## config.mk

```make
export PLATFORM = sky130hd
export DESIGN_NAME = datapath_and_pin_config_regs
export DESIGN_NICKNAME = d
export VERILOG_FILES = /design/src/hdl/dp_pin_pkg.sv /design/src/hdl/datapath_and_pin_config_regs.sv /design/src/hdl/strap_level_latch.sv
export SDC_FILE = /design/constraint.sdc
export NUM_CORES = 1
export LEC_CHECK = 0
export BUFFER_PORTS_ARGS = -buffer_cell sky130_fd_sc_hd__buf_4
export CAP_MARGIN = 30
export CORE_ASPECT_RATIO = 0.6
export CORE_MARGIN = 3
export CORE_UTILIZATION = 48
export CTS_CLUSTER_SIZE = 28
export DETAILED_ROUTE_END_ITERATION = 10
export PLACE_DENSITY = 0.78
export SYNTH_ARGS = -nofsm -noshare
export SYNTH_HDL_FRONTEND = slang
export SYNTH_HIERARCHICAL = 1
export SYNTH_SLANG_ARGS = --single-unit
export TNS_END_PERCENT = 30
```

## constraint.sdc

```tcl
create_clock -name sys_clk -period 1.97 [get_ports sys_clk]
set_input_delay 0.394 -clock sys_clk [delete_from_list [all_inputs] [get_ports sys_clk]]
set_output_delay 0.394 -clock sys_clk [all_outputs]
set_load 0.005 [all_outputs]
```

## src/hdl/dp_pin_pkg.sv

```systemverilog
// shared constants and types of the datapath and auxiliary pin register bank
`default_nettype none

package dp_pin_pkg;

    // ========================================================================
    // clock and timing
    localparam int CLK_FREQ_MHZ       = 100;
    localparam int STRAP_SETTLE_NS    = 2000;
    localparam int STRAP_SETTLE_CYC   = (STRAP_SETTLE_NS * CLK_FREQ_MHZ + 999) / 1000;

    // ========================================================================
    // register indices and byte addresses
    localparam int             APB_ADDR_W     = 12;
    localparam logic [7:0]     IDX_PIN_PAIR   = 8'h11;
    localparam logic [7:0]     IDX_DATAPATH   = 8'h12;
    localparam logic [7:0]     IDX_STRAP      = 8'h13;
    localparam logic [7:0]     IDX_PIN_STATUS = 8'h20;
    localparam logic [11:0]    ADDR_PIN_PAIR   = {2'b00, IDX_PIN_PAIR, 2'b00};
    localparam logic [11:0]    ADDR_DATAPATH   = {2'b00, IDX_DATAPATH, 2'b00};
    localparam logic [11:0]    ADDR_STRAP      = {2'b00, IDX_STRAP, 2'b00};
    localparam logic [11:0]    ADDR_PIN_STATUS = {2'b00, IDX_PIN_STATUS, 2'b00};

    // ========================================================================
    // field positions
    localparam int PIN8_VALUE_BIT     = 7;
    localparam int PIN8_MODE_LSB      = 4;
    localparam int PIN7_VALUE_BIT     = 3;
    localparam int PIN7_MODE_LSB      = 0;
    localparam int DP_PASS_RGB_BIT    = 6;
    localparam int DP_PV_POL_BIT      = 5;
    localparam int DP_AUDIO_REGEN_BIT = 4;
    localparam int DP_CHB_OVR_BIT     = 3;
    localparam int DP_VIDEO18_BIT     = 2;
    localparam int DP_AUDIO_FRAME_BIT = 1;
    localparam int DP_CHB_EN_BIT      = 0;
    localparam int STRAP_UP_DONE_BIT  = 7;
    localparam int STRAP_UP_LSB       = 4;
    localparam int STRAP_LO_DONE_BIT  = 3;
    localparam int STRAP_LO_LSB       = 0;
    localparam int STRAP_CODE_W       = 3;

    // ========================================================================
    // reset values and write masks
    localparam logic [7:0]              PIN_PAIR_RST   = 8'h00;
    localparam logic [7:0]              DATAPATH_RST   = 8'h00;
    localparam logic [7:0]              STRAP_RST      = 8'h88;
    localparam logic                    STRAP_DONE_RST = 1'b1;
    localparam logic [STRAP_CODE_W-1:0] STRAP_CODE_RST = 3'h0;
    localparam logic [7:0]              PIN_PAIR_WMASK = 8'hbb;
    localparam logic [7:0]              DATAPATH_WMASK = 8'h7f;

    // ========================================================================
    // enumerations
    typedef enum logic [1:0] {
        PIN_FUNC_IN = 2'b00,
        PIN_GP_OUT  = 2'b01,
        PIN_HIZ     = 2'b10,
        PIN_GP_IN   = 2'b11
    } pin_mode_t;

    typedef enum logic [2:0] {
        SEL_NONE     = 3'b000,
        SEL_PIN_PAIR = 3'b001,
        SEL_DATAPATH = 3'b010,
        SEL_STRAP    = 3'b011,
        SEL_STATUS   = 3'b100
    } reg_sel_t;

    typedef enum logic [1:0] {
        STRAP_ARM    = 2'b00,
        STRAP_SETTLE = 2'b01,
        STRAP_HELD   = 2'b10
    } strap_state_t;

endpackage : dp_pin_pkg

`default_nettype wire

```

## src/hdl/datapath_and_pin_config_regs.sv

```systemverilog
// apb register bank for auxiliary pin pair, datapath control and strap readback
`default_nettype none

module datapath_and_pin_config_regs
    import dp_pin_pkg::*;
#(
    parameter int STRAP_SETTLE = dp_pin_pkg::STRAP_SETTLE_CYC
)
(
    input  wire logic                                sys_clk,
    input  wire logic                                reset,
    // apb slave
    input  wire logic                                psel,
    input  wire logic                                penable,
    input  wire logic                                pwrite,
    input  wire logic [dp_pin_pkg::APB_ADDR_W-1:0]   paddr,
    input  wire logic [31:0]                         pwdata,
    input  wire logic [3:0]                          pstrb,
    output logic [31:0]                              prdata,
    output logic                                     pready,
    output logic                                     pslverr,
    // auxiliary pins
    input  wire logic                                aux_pin_seven_in,
    output logic                                     aux_pin_seven_out,
    output logic                                     aux_pin_seven_oe_n,
    output logic                                     aux_pin_seven_func_in,
    input  wire logic                                aux_pin_eight_in,
    output logic                                     aux_pin_eight_out,
    output logic                                     aux_pin_eight_oe_n,
    output logic                                     aux_pin_eight_func_in,
    // strap pins, already resolved to a three-bit level code
    input  wire logic [dp_pin_pkg::STRAP_CODE_W-1:0] strap_select_upper,
    input  wire logic [dp_pin_pkg::STRAP_CODE_W-1:0] strap_select_lower,
    // video and audio datapath
    input  wire logic                                pixel_valid_strobe,
    input  wire logic                                repeater_mode,
    input  wire logic                                inband_audio_valid,
    input  wire logic                                inband_second_channel,
    output logic                                     pixel_forward,
    output logic                                     pixel_valid_active_low,
    output logic                                     packet_audio_block,
    output logic                                     audio_regen_select,
    output logic                                     video_18bit_mode,
    output logic                                     audio_frame_transport,
    output logic                                     second_audio_enable
);

    // ========================================================================
    // state
    typedef struct packed {
        logic [7:0]      pin_pair;
        logic [7:0]      datapath;
        logic [31:0]     rdata;
        logic            err;
        logic [1:0][2:0] pin_sync;
        logic [1:0]      pin_level;
        logic [1:0]      pin_out;
        logic [1:0]      pin_oe_n;
        logic [1:0]      pin_func;
        logic [6:0]      dp_out;
    } bank_state_t;

    bank_state_t st_reg;
    bank_state_t st_next;

    logic [1:0]              pin_raw;
    logic [1:0][1:0]         pin_mode;
    logic [1:0]              pin_value;
    logic [1:0]              strap_done;
    logic [1:0][2:0]         strap_code;
    logic [1:0][2:0]         strap_raw;
    logic [7:0]              strap_view;
    logic                    setup;
    logic                    access;
    reg_sel_t                wsel;

    // ========================================================================
    // helper functions
    function automatic reg_sel_t decode_addr(input logic [APB_ADDR_W-1:0] a);
        reg_sel_t s;
        s = SEL_NONE;
        unique case (a)
            ADDR_PIN_PAIR:   s = SEL_PIN_PAIR;
            ADDR_DATAPATH:   s = SEL_DATAPATH;
            ADDR_STRAP:      s = SEL_STRAP;
            ADDR_PIN_STATUS: s = SEL_STATUS;
            default:         s = SEL_NONE;
        endcase
        return s;
    endfunction

    // returns {oe_n, out, func_route}
    function automatic logic [2:0] pin_drive(input logic [1:0] mode, input logic value);
        logic [2:0] d;
        d = 3'b100;
        unique case (pin_mode_t'(mode))
            PIN_FUNC_IN: d = 3'b101;
            PIN_GP_OUT:  d = {1'b0, value, 1'b0};
            PIN_HIZ:     d = 3'b100;
            PIN_GP_IN:   d = 3'b100;
        endcase
        return d;
    endfunction

    // pass mode forwards every pixel, otherwise the strobe is judged by its polarity
    function automatic logic forward_pixel(input logic pass, input logic active_low, input logic strobe);
        logic f;
        f = 1'b0;
        if (pass)
        begin
            f = 1'b1;
        end
        else
        begin
            f = strobe ^ active_low;
        end
        return f;
    endfunction

    // ========================================================================
    // strap capture
    // each latch synchronises its own copy of an asynchronous level code
    assign strap_raw[0] = strap_select_lower;
    assign strap_raw[1] = strap_select_upper;

    genvar g;
    generate
        for (g = 0; g < 2; g++)
        begin : g_strap
            strap_level_latch #(
                .CODE_W        (STRAP_CODE_W),
                .SETTLE_CYCLES (STRAP_SETTLE)
            ) u_latch (
                .sys_clk  (sys_clk),
                .reset    (reset),
                .level_in (strap_raw[g]),
                .done     (strap_done[g]),
                .code     (strap_code[g])
            );
        end
    endgenerate

    always_comb
    begin
        strap_view                                         = 8'h00;
        strap_view[STRAP_UP_DONE_BIT]                      = strap_done[1];
        strap_view[STRAP_UP_LSB +: STRAP_CODE_W]           = strap_code[1];
        strap_view[STRAP_LO_DONE_BIT]                      = strap_done[0];
        strap_view[STRAP_LO_LSB +: STRAP_CODE_W]           = strap_code[0];
    end

    // ========================================================================
    // pin field views
    assign pin_raw[0]   = aux_pin_seven_in;
    assign pin_raw[1]   = aux_pin_eight_in;
    assign pin_mode[0]  = st_reg.pin_pair[PIN7_MODE_LSB +: 2];
    assign pin_mode[1]  = st_reg.pin_pair[PIN8_MODE_LSB +: 2];
    // value bits only reach a pin that is in output mode
    assign pin_value[0] = st_reg.pin_pair[PIN7_VALUE_BIT];
    assign pin_value[1] = st_reg.pin_pair[PIN8_VALUE_BIT];

    // ========================================================================
    // apb handshake
    assign setup  = psel & ~penable;
    assign access = psel & penable;
    assign wsel   = decode_addr(paddr);

    // ========================================================================
    // next state
    always_comb
    begin
        logic [2:0] drv;
        logic       chb;
        drv     = 3'b000;
        chb     = 1'b0;
        st_next = st_reg;

        // input synchronisers, level moves once stages two and three agree
        for (int i = 0; i < 2; i++)
        begin
            st_next.pin_sync[i] = {st_reg.pin_sync[i][1:0], pin_raw[i]};
            if (st_reg.pin_sync[i][1] == st_reg.pin_sync[i][2])
            begin
                st_next.pin_level[i] = st_reg.pin_sync[i][2];
            end
            drv                  = pin_drive(pin_mode[i], pin_value[i]);
            st_next.pin_oe_n[i]  = drv[2];
            st_next.pin_out[i]   = drv[1];
            st_next.pin_func[i]  = drv[0] & st_reg.pin_level[i];
        end

        // register read, prepared in the setup phase
        // so the data stands from a flip-flop through the zero-wait access phase
        if (setup)
        begin
            st_next.rdata = 32'h0000_0000;
            st_next.err   = 1'b0;
            unique case (wsel)
                SEL_PIN_PAIR: st_next.rdata[7:0] = st_reg.pin_pair;
                SEL_DATAPATH: st_next.rdata[7:0] = st_reg.datapath;
                SEL_STRAP:    st_next.rdata[7:0] = strap_view;
                SEL_STATUS:   st_next.rdata[1:0] = st_reg.pin_level;
                SEL_NONE:     st_next.err        = 1'b1;
                default:      st_next.err        = 1'b1;
            endcase
        end

        // register write, only the low byte lane carries data
        // reserved bits are masked off, read-only targets keep their contents
        if (access && pwrite && pstrb[0])
        begin
            unique case (wsel)
                SEL_PIN_PAIR: st_next.pin_pair = pwdata[7:0] & PIN_PAIR_WMASK;
                SEL_DATAPATH: st_next.datapath = pwdata[7:0] & DATAPATH_WMASK;
                SEL_STRAP:    st_next.err      = st_reg.err;
                SEL_STATUS:   st_next.err      = st_reg.err;
                SEL_NONE:     st_next.err      = st_reg.err;
                default:      st_next.err      = st_reg.err;
            endcase
        end

        // datapath controls
        st_next.dp_out[0] = forward_pixel(st_reg.datapath[DP_PASS_RGB_BIT], st_reg.datapath[DP_PV_POL_BIT],
                                          pixel_valid_strobe);
        st_next.dp_out[1] = st_reg.datapath[DP_PV_POL_BIT];
        st_next.dp_out[2] = st_reg.datapath[DP_PASS_RGB_BIT];
        st_next.dp_out[3] = st_reg.datapath[DP_AUDIO_REGEN_BIT];
        st_next.dp_out[4] = st_reg.datapath[DP_VIDEO18_BIT];
        st_next.dp_out[5] = st_reg.datapath[DP_AUDIO_FRAME_BIT];
        if (st_reg.datapath[DP_CHB_OVR_BIT])
        begin
            chb = st_reg.datapath[DP_CHB_EN_BIT];
        end
        else if (repeater_mode && inband_audio_valid)
        begin
            chb = inband_second_channel;
        end
        else
        begin
            chb = st_reg.datapath[DP_CHB_EN_BIT];
        end
        st_next.dp_out[6] = chb;
    end

    // ========================================================================
    // registers
    always_ff @(posedge sys_clk)
    begin
        if (reset)
        begin
            st_reg          <= '0;
            st_reg.pin_pair <= PIN_PAIR_RST;
            st_reg.datapath <= DATAPATH_RST;
            // pins stay undriven while reset is held
            st_reg.pin_oe_n <= 2'b11;
        end
        else
        begin
            st_reg <= st_next;
        end
    end

    // ========================================================================
    // outputs
    assign prdata  = st_reg.rdata;
    // zero wait states: every access phase completes at once
    assign pready  = access;
    assign pslverr = access & st_reg.err;

    assign aux_pin_seven_out     = st_reg.pin_out[0];
    assign aux_pin_seven_oe_n    = st_reg.pin_oe_n[0];
    assign aux_pin_seven_func_in = st_reg.pin_func[0];
    assign aux_pin_eight_out     = st_reg.pin_out[1];
    assign aux_pin_eight_oe_n    = st_reg.pin_oe_n[1];
    assign aux_pin_eight_func_in = st_reg.pin_func[1];

    assign pixel_forward          = st_reg.dp_out[0];
    assign pixel_valid_active_low = st_reg.dp_out[1];
    assign packet_audio_block     = st_reg.dp_out[2];
    assign audio_regen_select     = st_reg.dp_out[3];
    assign video_18bit_mode       = st_reg.dp_out[4];
    assign audio_frame_transport  = st_reg.dp_out[5];
    assign second_audio_enable    = st_reg.dp_out[6];

endmodule // datapath_and_pin_config_regs

`default_nettype wire

```

## src/hdl/strap_level_latch.sv

```systemverilog
// synchroniser and settle-then-latch capture of one multi-level strap code
`default_nettype none

module strap_level_latch
    import dp_pin_pkg::*;
#(
    parameter int CODE_W        = dp_pin_pkg::STRAP_CODE_W,
    parameter int SETTLE_CYCLES = dp_pin_pkg::STRAP_SETTLE_CYC
)
(
    input  wire logic              sys_clk,
    input  wire logic              reset,
    input  wire logic [CODE_W-1:0] level_in,
    output logic                   done,
    output logic [CODE_W-1:0]      code
);

    localparam int CNT_W = $clog2(SETTLE_CYCLES + 1);
    localparam logic [CNT_W-1:0] CNT_LAST = CNT_W'(SETTLE_CYCLES - 1);

    typedef struct packed {
        logic [2:0][CODE_W-1:0] sync;
        logic [CODE_W-1:0]      cand;
        logic [CNT_W-1:0]       cnt;
        strap_state_t           state;
        logic                   done;
        logic [CODE_W-1:0]      code;
    } latch_state_t;

    latch_state_t st_reg;
    latch_state_t st_next;

    // ========================================================================
    // settle and latch
    always_comb
    begin
        st_next         = st_reg;
        st_next.sync[0] = level_in;
        st_next.sync[1] = st_reg.sync[0];
        st_next.sync[2] = st_reg.sync[1];
        unique case (st_reg.state)
            STRAP_ARM:
            begin
                st_next.done  = 1'b0;
                st_next.cnt   = '0;
                st_next.cand  = st_reg.sync[1];
                st_next.state = STRAP_SETTLE;
            end
            STRAP_SETTLE:
            begin
                if (st_reg.sync[1] != st_reg.sync[2] || st_reg.sync[1] != st_reg.cand)
                begin
                    st_next.cand = st_reg.sync[1];
                    st_next.cnt  = '0;
                end
                else if (st_reg.cnt == CNT_LAST)
                begin
                    st_next.code  = st_reg.cand;
                    st_next.done  = 1'b1;
                    st_next.state = STRAP_HELD;
                end
                else
                begin
                    st_next.cnt = st_reg.cnt + CNT_W'(1);
                end
            end
            STRAP_HELD:
            begin
                st_next.state = STRAP_HELD;
            end
            default:
            begin
                st_next.state = STRAP_ARM;
            end
        endcase
    end

    always_ff @(posedge sys_clk)
    begin
        if (reset)
        begin
            st_reg       <= '0;
            st_reg.state <= STRAP_ARM;
            st_reg.done  <= STRAP_DONE_RST;
            st_reg.code  <= STRAP_CODE_RST;
        end
        else
        begin
            st_reg <= st_next;
        end
    end

    assign done = st_reg.done;
    assign code = st_reg.code;

endmodule // strap_level_latch

`default_nettype wire

```

# After elaboration in Yosys (flattened, before gate mapping)
# Cells that the tools add are included.
dict set report totals {
  ff_bits 95
  inputBits 65
  output_inout_bits 47
  elab_cells 129
}
dict set report classes {
  addsub 2
  n_eq_ne 35
  muxes 28
  n_bitwise 9
  reduce_logical 27
}
# operator count
set op_table {}
lappend op_table {{case mux 11 bit (2 select lines)} 2}
lappend op_table {{== test 12 x 7 -> 1 bit, second input constant} 3}
lappend op_table {{2-to-1 mux 8 bit} 4}
lappend op_table {{2-to-1 mux 6 bit} 4}
lappend op_table {{case mux 3 bit (3 select lines)} 2}
lappend op_table {{case mux 6 bit (3 select lines)} 1}
lappend op_table {{adder 8 x 1 -> 8 bit, second input constant} 2}
lappend op_table {{== test 8 bit, second input constant} 2}
lappend op_table {{AND reduction 2 bit} 8}
lappend op_table {{== test 12 x 8 -> 1 bit, second input constant} 1}
lappend op_table {{== test 2 bit, second input constant} 6}
lappend op_table {{inequality test 3 bit} 4}
lappend op_table {{case mux 2 bit (3 select lines)} 2}
lappend op_table {{case mux 3 bit (4 select lines)} 1}
lappend op_table {{AND reduction 3 bit} 4}
lappend op_table {{== test 2 x 1 -> 1 bit, second input constant} 4}
lappend op_table {{zero test 2 bit} 4}
lappend op_table {{inequality test 2 x 1 -> 1 bit, second input constant} 4}
lappend op_table {{case mux 2 bit (4 select lines)} 1}
lappend op_table {{2-to-1 mux 1 bit} 7}
lappend op_table {{== test 3 x 2 -> 1 bit, second input constant} 2}
lappend op_table {{2-to-1 mux 3 bit} 2}
lappend op_table {{inequality test 2 bit, second input constant} 3}
lappend op_table {{inequality test 3 x 2 -> 1 bit, second input constant} 2}
lappend op_table {{12 further kinds} 26}

# Depth between registers and ports, before layout
dict set report depth {
  word_depth 8
  mapped_depth 6
  ltp_nobuf 5
}

# Modules after synthesis
# Netlist, hierarchy kept.
# mod n_inst cells_per_inst area_each_um2 seq_area_each_um2
set by_module_without_submodules {}
lappend by_module_without_submodules {strap_level_latch 2 134 1182.4 520.5}
lappend by_module_without_submodules {datapath_and_pin_config_regs 1 204 1963.1 860.8}

# Worst setup path after synthesis
# Ideal clock, no wire load.
dict set report synth_path {
  kind {reg2reg}
  startpoint {register g_strap[0].u_latch/st_reg[14] (netlist bit)}
  endpoint {register g_strap[0].u_latch/st_reg[14] (netlist bit)}
  setup_ns 0.121
  arrival_time_ns 1.753
  t_required_ns 1.849
  path_slack_ns 0.096
  stages_incl_launch_ff 5
  path_buffers 0
  period_less_slack_ns 1.874
  path_cell_list {dfxtp_1 -> or3_4 -> a222oi_1 -> a21o_1 -> mux2_2}
}
dict set report synth_between {
  elab_chain_len 4
}
# element line
set synth_rtl {}
lappend synth_rtl {{from (decl)} strap_level_latch.sv:30} ;# latch_state_t st_reg;
lappend synth_rtl {{from (signal assigned)} strap_level_latch.sv:89} ;# st_reg <= st_next;
lappend synth_rtl {{inequality test 3 bit} strap_level_latch.sv:51} ;# if (st_reg.sync[1] != st_reg.sync[2] || st_reg.sync[1] != st_reg.cand)
lappend synth_rtl {{logical OR 1 bit} strap_level_latch.sv:51}
lappend synth_rtl {{inequality test 2 x 1 -> 1 bit (no source line)} n/a}
lappend synth_rtl {{AND reduction 2 bit (no source line)} n/a}
# No other way between the ends.
# A chain may end at the register's enable or synchronous reset.

# Worst setup path after layout
dict set report layout_path {
  startpoint {register g_strap[1].u_latch/st_reg[6] (netlist bit)}
  endpoint {register g_strap[1].u_latch/st_reg[8] (netlist bit)}
}
dict set report layout_between {
  elab_chain_len 4
  word_cells_on_any_way 7
  classes_between {add/sub (1); eq/ne (2); mux (3); reduce/logical (1)}
}
# element line
set layout_rtl {}
lappend layout_rtl {{from (decl)} strap_level_latch.sv:30}
lappend layout_rtl {{from (signal assigned)} strap_level_latch.sv:89}
lappend layout_rtl {{adder 8 x 1 -> 8 bit} strap_level_latch.sv:64} ;# st_next.cnt = st_reg.cnt + CNT_W'(1);
lappend layout_rtl {{2-to-1 mux 8 bit} strap_level_latch.sv:56} ;# else if (st_reg.cnt == CNT_LAST)
lappend layout_rtl {{2-to-1 mux 8 bit} strap_level_latch.sv:51}
lappend layout_rtl {{case mux 11 bit (2 select lines)} strap_level_latch.sv:41} ;# unique case (st_reg.state)
# Several ways; a longest one is shown, not always the timed one. The select of a mux whose other input is x is not followed.

==> results.cfg <==
[synth]
synth_area_um2 = 4330
ys.flop_type = dfxtp_1
yosysSeqAreaShare_pct = 43.9
synth-edff-count = 0
synth_xor_area_share_pct = 0.202
synth_top_cell_by_area = dfxtp_1
synth_compound_area_share_pct = 13.4
synthAdderAreaFrac_pct = 0.578
synthCells = 472
synth_area_leaders = dfxtp_1 44%, buf_4 6.6%, nor2b_1 5.2%
synth_top_family_by_area = simple AND/OR/NAND/NOR gates
synthArstFlopShare_pct = 0
synth_top_area_share_pct = 43.9
ys_seq_elements = 95
yosysWarnings = 6
synthMuxAreaShare_pct = 5.90
syn_area_per_cell_um2 = 9.17
synth-simple-area-share_pct = 26.3
synth.distinct_cells = 57

[power_and_ir_drop]
leakage_nw = 2.04
ir_drop_mv = 0.517
finalPower_mw = 4.25
power.density_nw_per_um2 = 835

[clock_network]
cts_tree = yes
cts-hold-fix-buffers = 0
numCtsBuffers = 9
clk_pin_slew_ns = 0.06
ctsResizeCount = 0
clk_latency_ns = 0.34
cts_root_buf = clkbuf_16
postCtsSetupBuffers = 0
cts_sinks = 95
cts_htree_levels = 3
cts.path.max_buffers = 2

[routing]
wl_per_cell_um = 15.1
first_iter_violations = 423
num_vias = 3613
drt-total-wl_mm = 9.64
antenna_left = 0
via_per_inst = 5.66
firstDrtPassIters = 5
drc = 0

[setup_path]
critPathLaunchType = flip-flop
cp_data_required_time_ns = 2.22
crit_path_end_kind = flip-flop
critPathArrivalTime_ns = 2.13
crit_type = flip-flop to flip-flop
crit_fanout = 5

[place]
place_congestion = 0.870
dp_hpwl_mm = 6.92
io_buffers = 60

[floorplanning]
die-area_um2 = 10200
ios = 112
num_rows = 26
die_width_um = 129
initial_utilization_pct = 50.0
die_h_um = 79.6
core_area_um2 = 8650

[sta]
rsz0062_at_grt = false
slew_headroom_pct = 55.9
hold_viol = 0
fin_skew_ns = 0.00743
period_share_pct = 95.6
fmax_ghz = 0.531
setup_tns_ns = 0
drv_slew = 0
layout_min_cycle_time_ns = 1.88
finalSetupViolations = 0
worst_slew_pin_slew_ns = 0.655

[global_route]
grt_max_degree = 48
grt_pass1_vias = 3028
gr-total-overflow = 0
grt_usage_pct = 18.7
grt_antenna_before_repair = 0
grt_pass1_wl_mm = 15.0

[outcome]
status = complete, no violations

[run]
maxCapViolCount = 0

[cells_and_area]
drive_gt1_share_pct = 22.4
largest_register_ffs = 32
regArea_um2 = 1900
area_growth_pct = 17.6
antenna_cells = 0
multiInputGateArea_um2 = 2100
nets = 590
fillCellCount = 777

[min_path]
hold_path_class = primary input to flip-flop
-- cell families (layout without fill, tap and decap cells) --
kind of cell | Yosys count | after routing
and+or+nand+nor | 199 | 199
DFF | 95 | 95
AOI/OAI and AO/OA | 79 | 79
buffers and inverters | 70 | 101
muxes | 25 | 25
adders and majority gates | 2 | 2
other | 1 | 24
xor gates and xnor gates | 1 | 1
-- power by group --
part	total [mW]	switching (mW)	internal, mW
Combinational	0.315	0.171	0.145
Clock	1.95	0.691	1.26
Sequential	1.99	0.0291	1.96
-- cells in the mapped netlist, drive strengths merged (2+ instances only) --
| cell | instances |
|---|---|
| a222oi | 2 |
| nand2 | 34 |
| nor3 | 12 |
| a21boi | 2 |
| inv | 10 |
| o31a | 2 |
| mux2 | 4 |
| a32oi | 2 |
| o211ai | 4 |
| ha | 2 |
| o2111ai | 2 |
| nor2 | 28 |
| nor4b | 3 |
| a31oi | 10 |
| nand3 | 18 |
| a211oi | 2 |
| a311oi | 4 |
| nor4 | 8 |
| and3 | 4 |
| mux2i | 21 |
| a21o | 2 |
| o21ai | 2 |
| buf | 47 |
| nand2b | 6 |
| a31o | 6 |
| a22o | 4 |
| nor2b | 36 |
| a22oi | 2 |
| or2 | 3 |
| nand4 | 31 |
| or3 | 10 |
| o2bb2ai | 3 |
| o21a | 2 |
| clkbuf | 13 |
| a21oi | 22 |
| dfxtp | 95 |
-- worst max-delay path, cell delays in order, from the launching register on --
cell and delay, ns:
dfxtp_1 0.40, ha_1 0.28, nand3_1 0.10, nor4_1 0.51
o211ai_1 0.19, a211oi_1 0.30
-- layer usage --
metal  part of all wire [%]  routed length [µm]  global-route usage [%]  vias to the layer above
met1                     49                4680                    26.0                     1676
met5                      0                   0                       0                        -
li1                       -                   -                       -                     1750
met3                    7.2                 695                    5.75                       15
met2                     43                4150                    28.0                      172
met4                    1.2                 119                    5.77                        0
-- worst paths after layout --
kind | from | endpoint | slack [ns] | cells past startpoint
max reg2reg | g_strap[1].u_latch/st_reg[6] | g_strap[1].u_latch/st_reg[8] | 0.09 | 5
min | strap_select_lower[0] | g_strap[0].u_latch/st_next[20] | 0.26 | 2
max | g_strap[1].u_latch/st_reg[6] | g_strap[1].u_latch/st_reg[8] | 0.09 | 5
min reg2reg | pin_mode[2] | aux_pin_eight_oe_n | 0.43 | 1
-- per-stage QoR --
| step | cell area, µm² | cells | utilization (%) | setup slack (ns) | hold slack, ns |
|---|---|---|---|---|---|
| 2_1_floorplan | 4410 | 495 | - | 0.0958 | 0.391 |
| 3_3_place_gp | 4760 | 624 | 55.0 | 0.182 | 0.416 |
| 3_5_place_dp | 4760 | 624 | 55.0 | 0.0919 | 0.422 |
| 4_1_cts | 5090 | 638 | 58.8 | 0.132 | 0.252 |
| 5_1_grt | 5090 | 638 | 58.8 | 0.0350 | 0.255 |
| 6_report | 5090 | 638 | 58.8 | 0.0865 | 0.261 |
-- placed cells by master, fill, tap and decap left out, types with 8 or more instances in the layout --
cell type,Yosys,routed
a21oi_1,22,22
a31oi_1,10,10
buf_4,38,77
clkbuf_16,0,9
conb_1,1,24
dfxtp_1,95,95
inv_1,10,10
mux2i_1,21,21
nand2_1,34,34
nand3_1,18,18
nand4_1,29,29
nor2_1,28,28
nor2b_1,36,36
nor3_1,11,11
or3_1,8,8
-- layout make-up --
type,count,area share [%]
Clock buffer,10,4.69
Inverter,10,0.737
Multi-Input combinational cell,330,41.2
Clock inverter,4,1.87
Sequential cell,95,37.4
Tap cell,112,2.75
Timing Repair Buffer,77,11.4
Power figures use the tool's default switching activity.
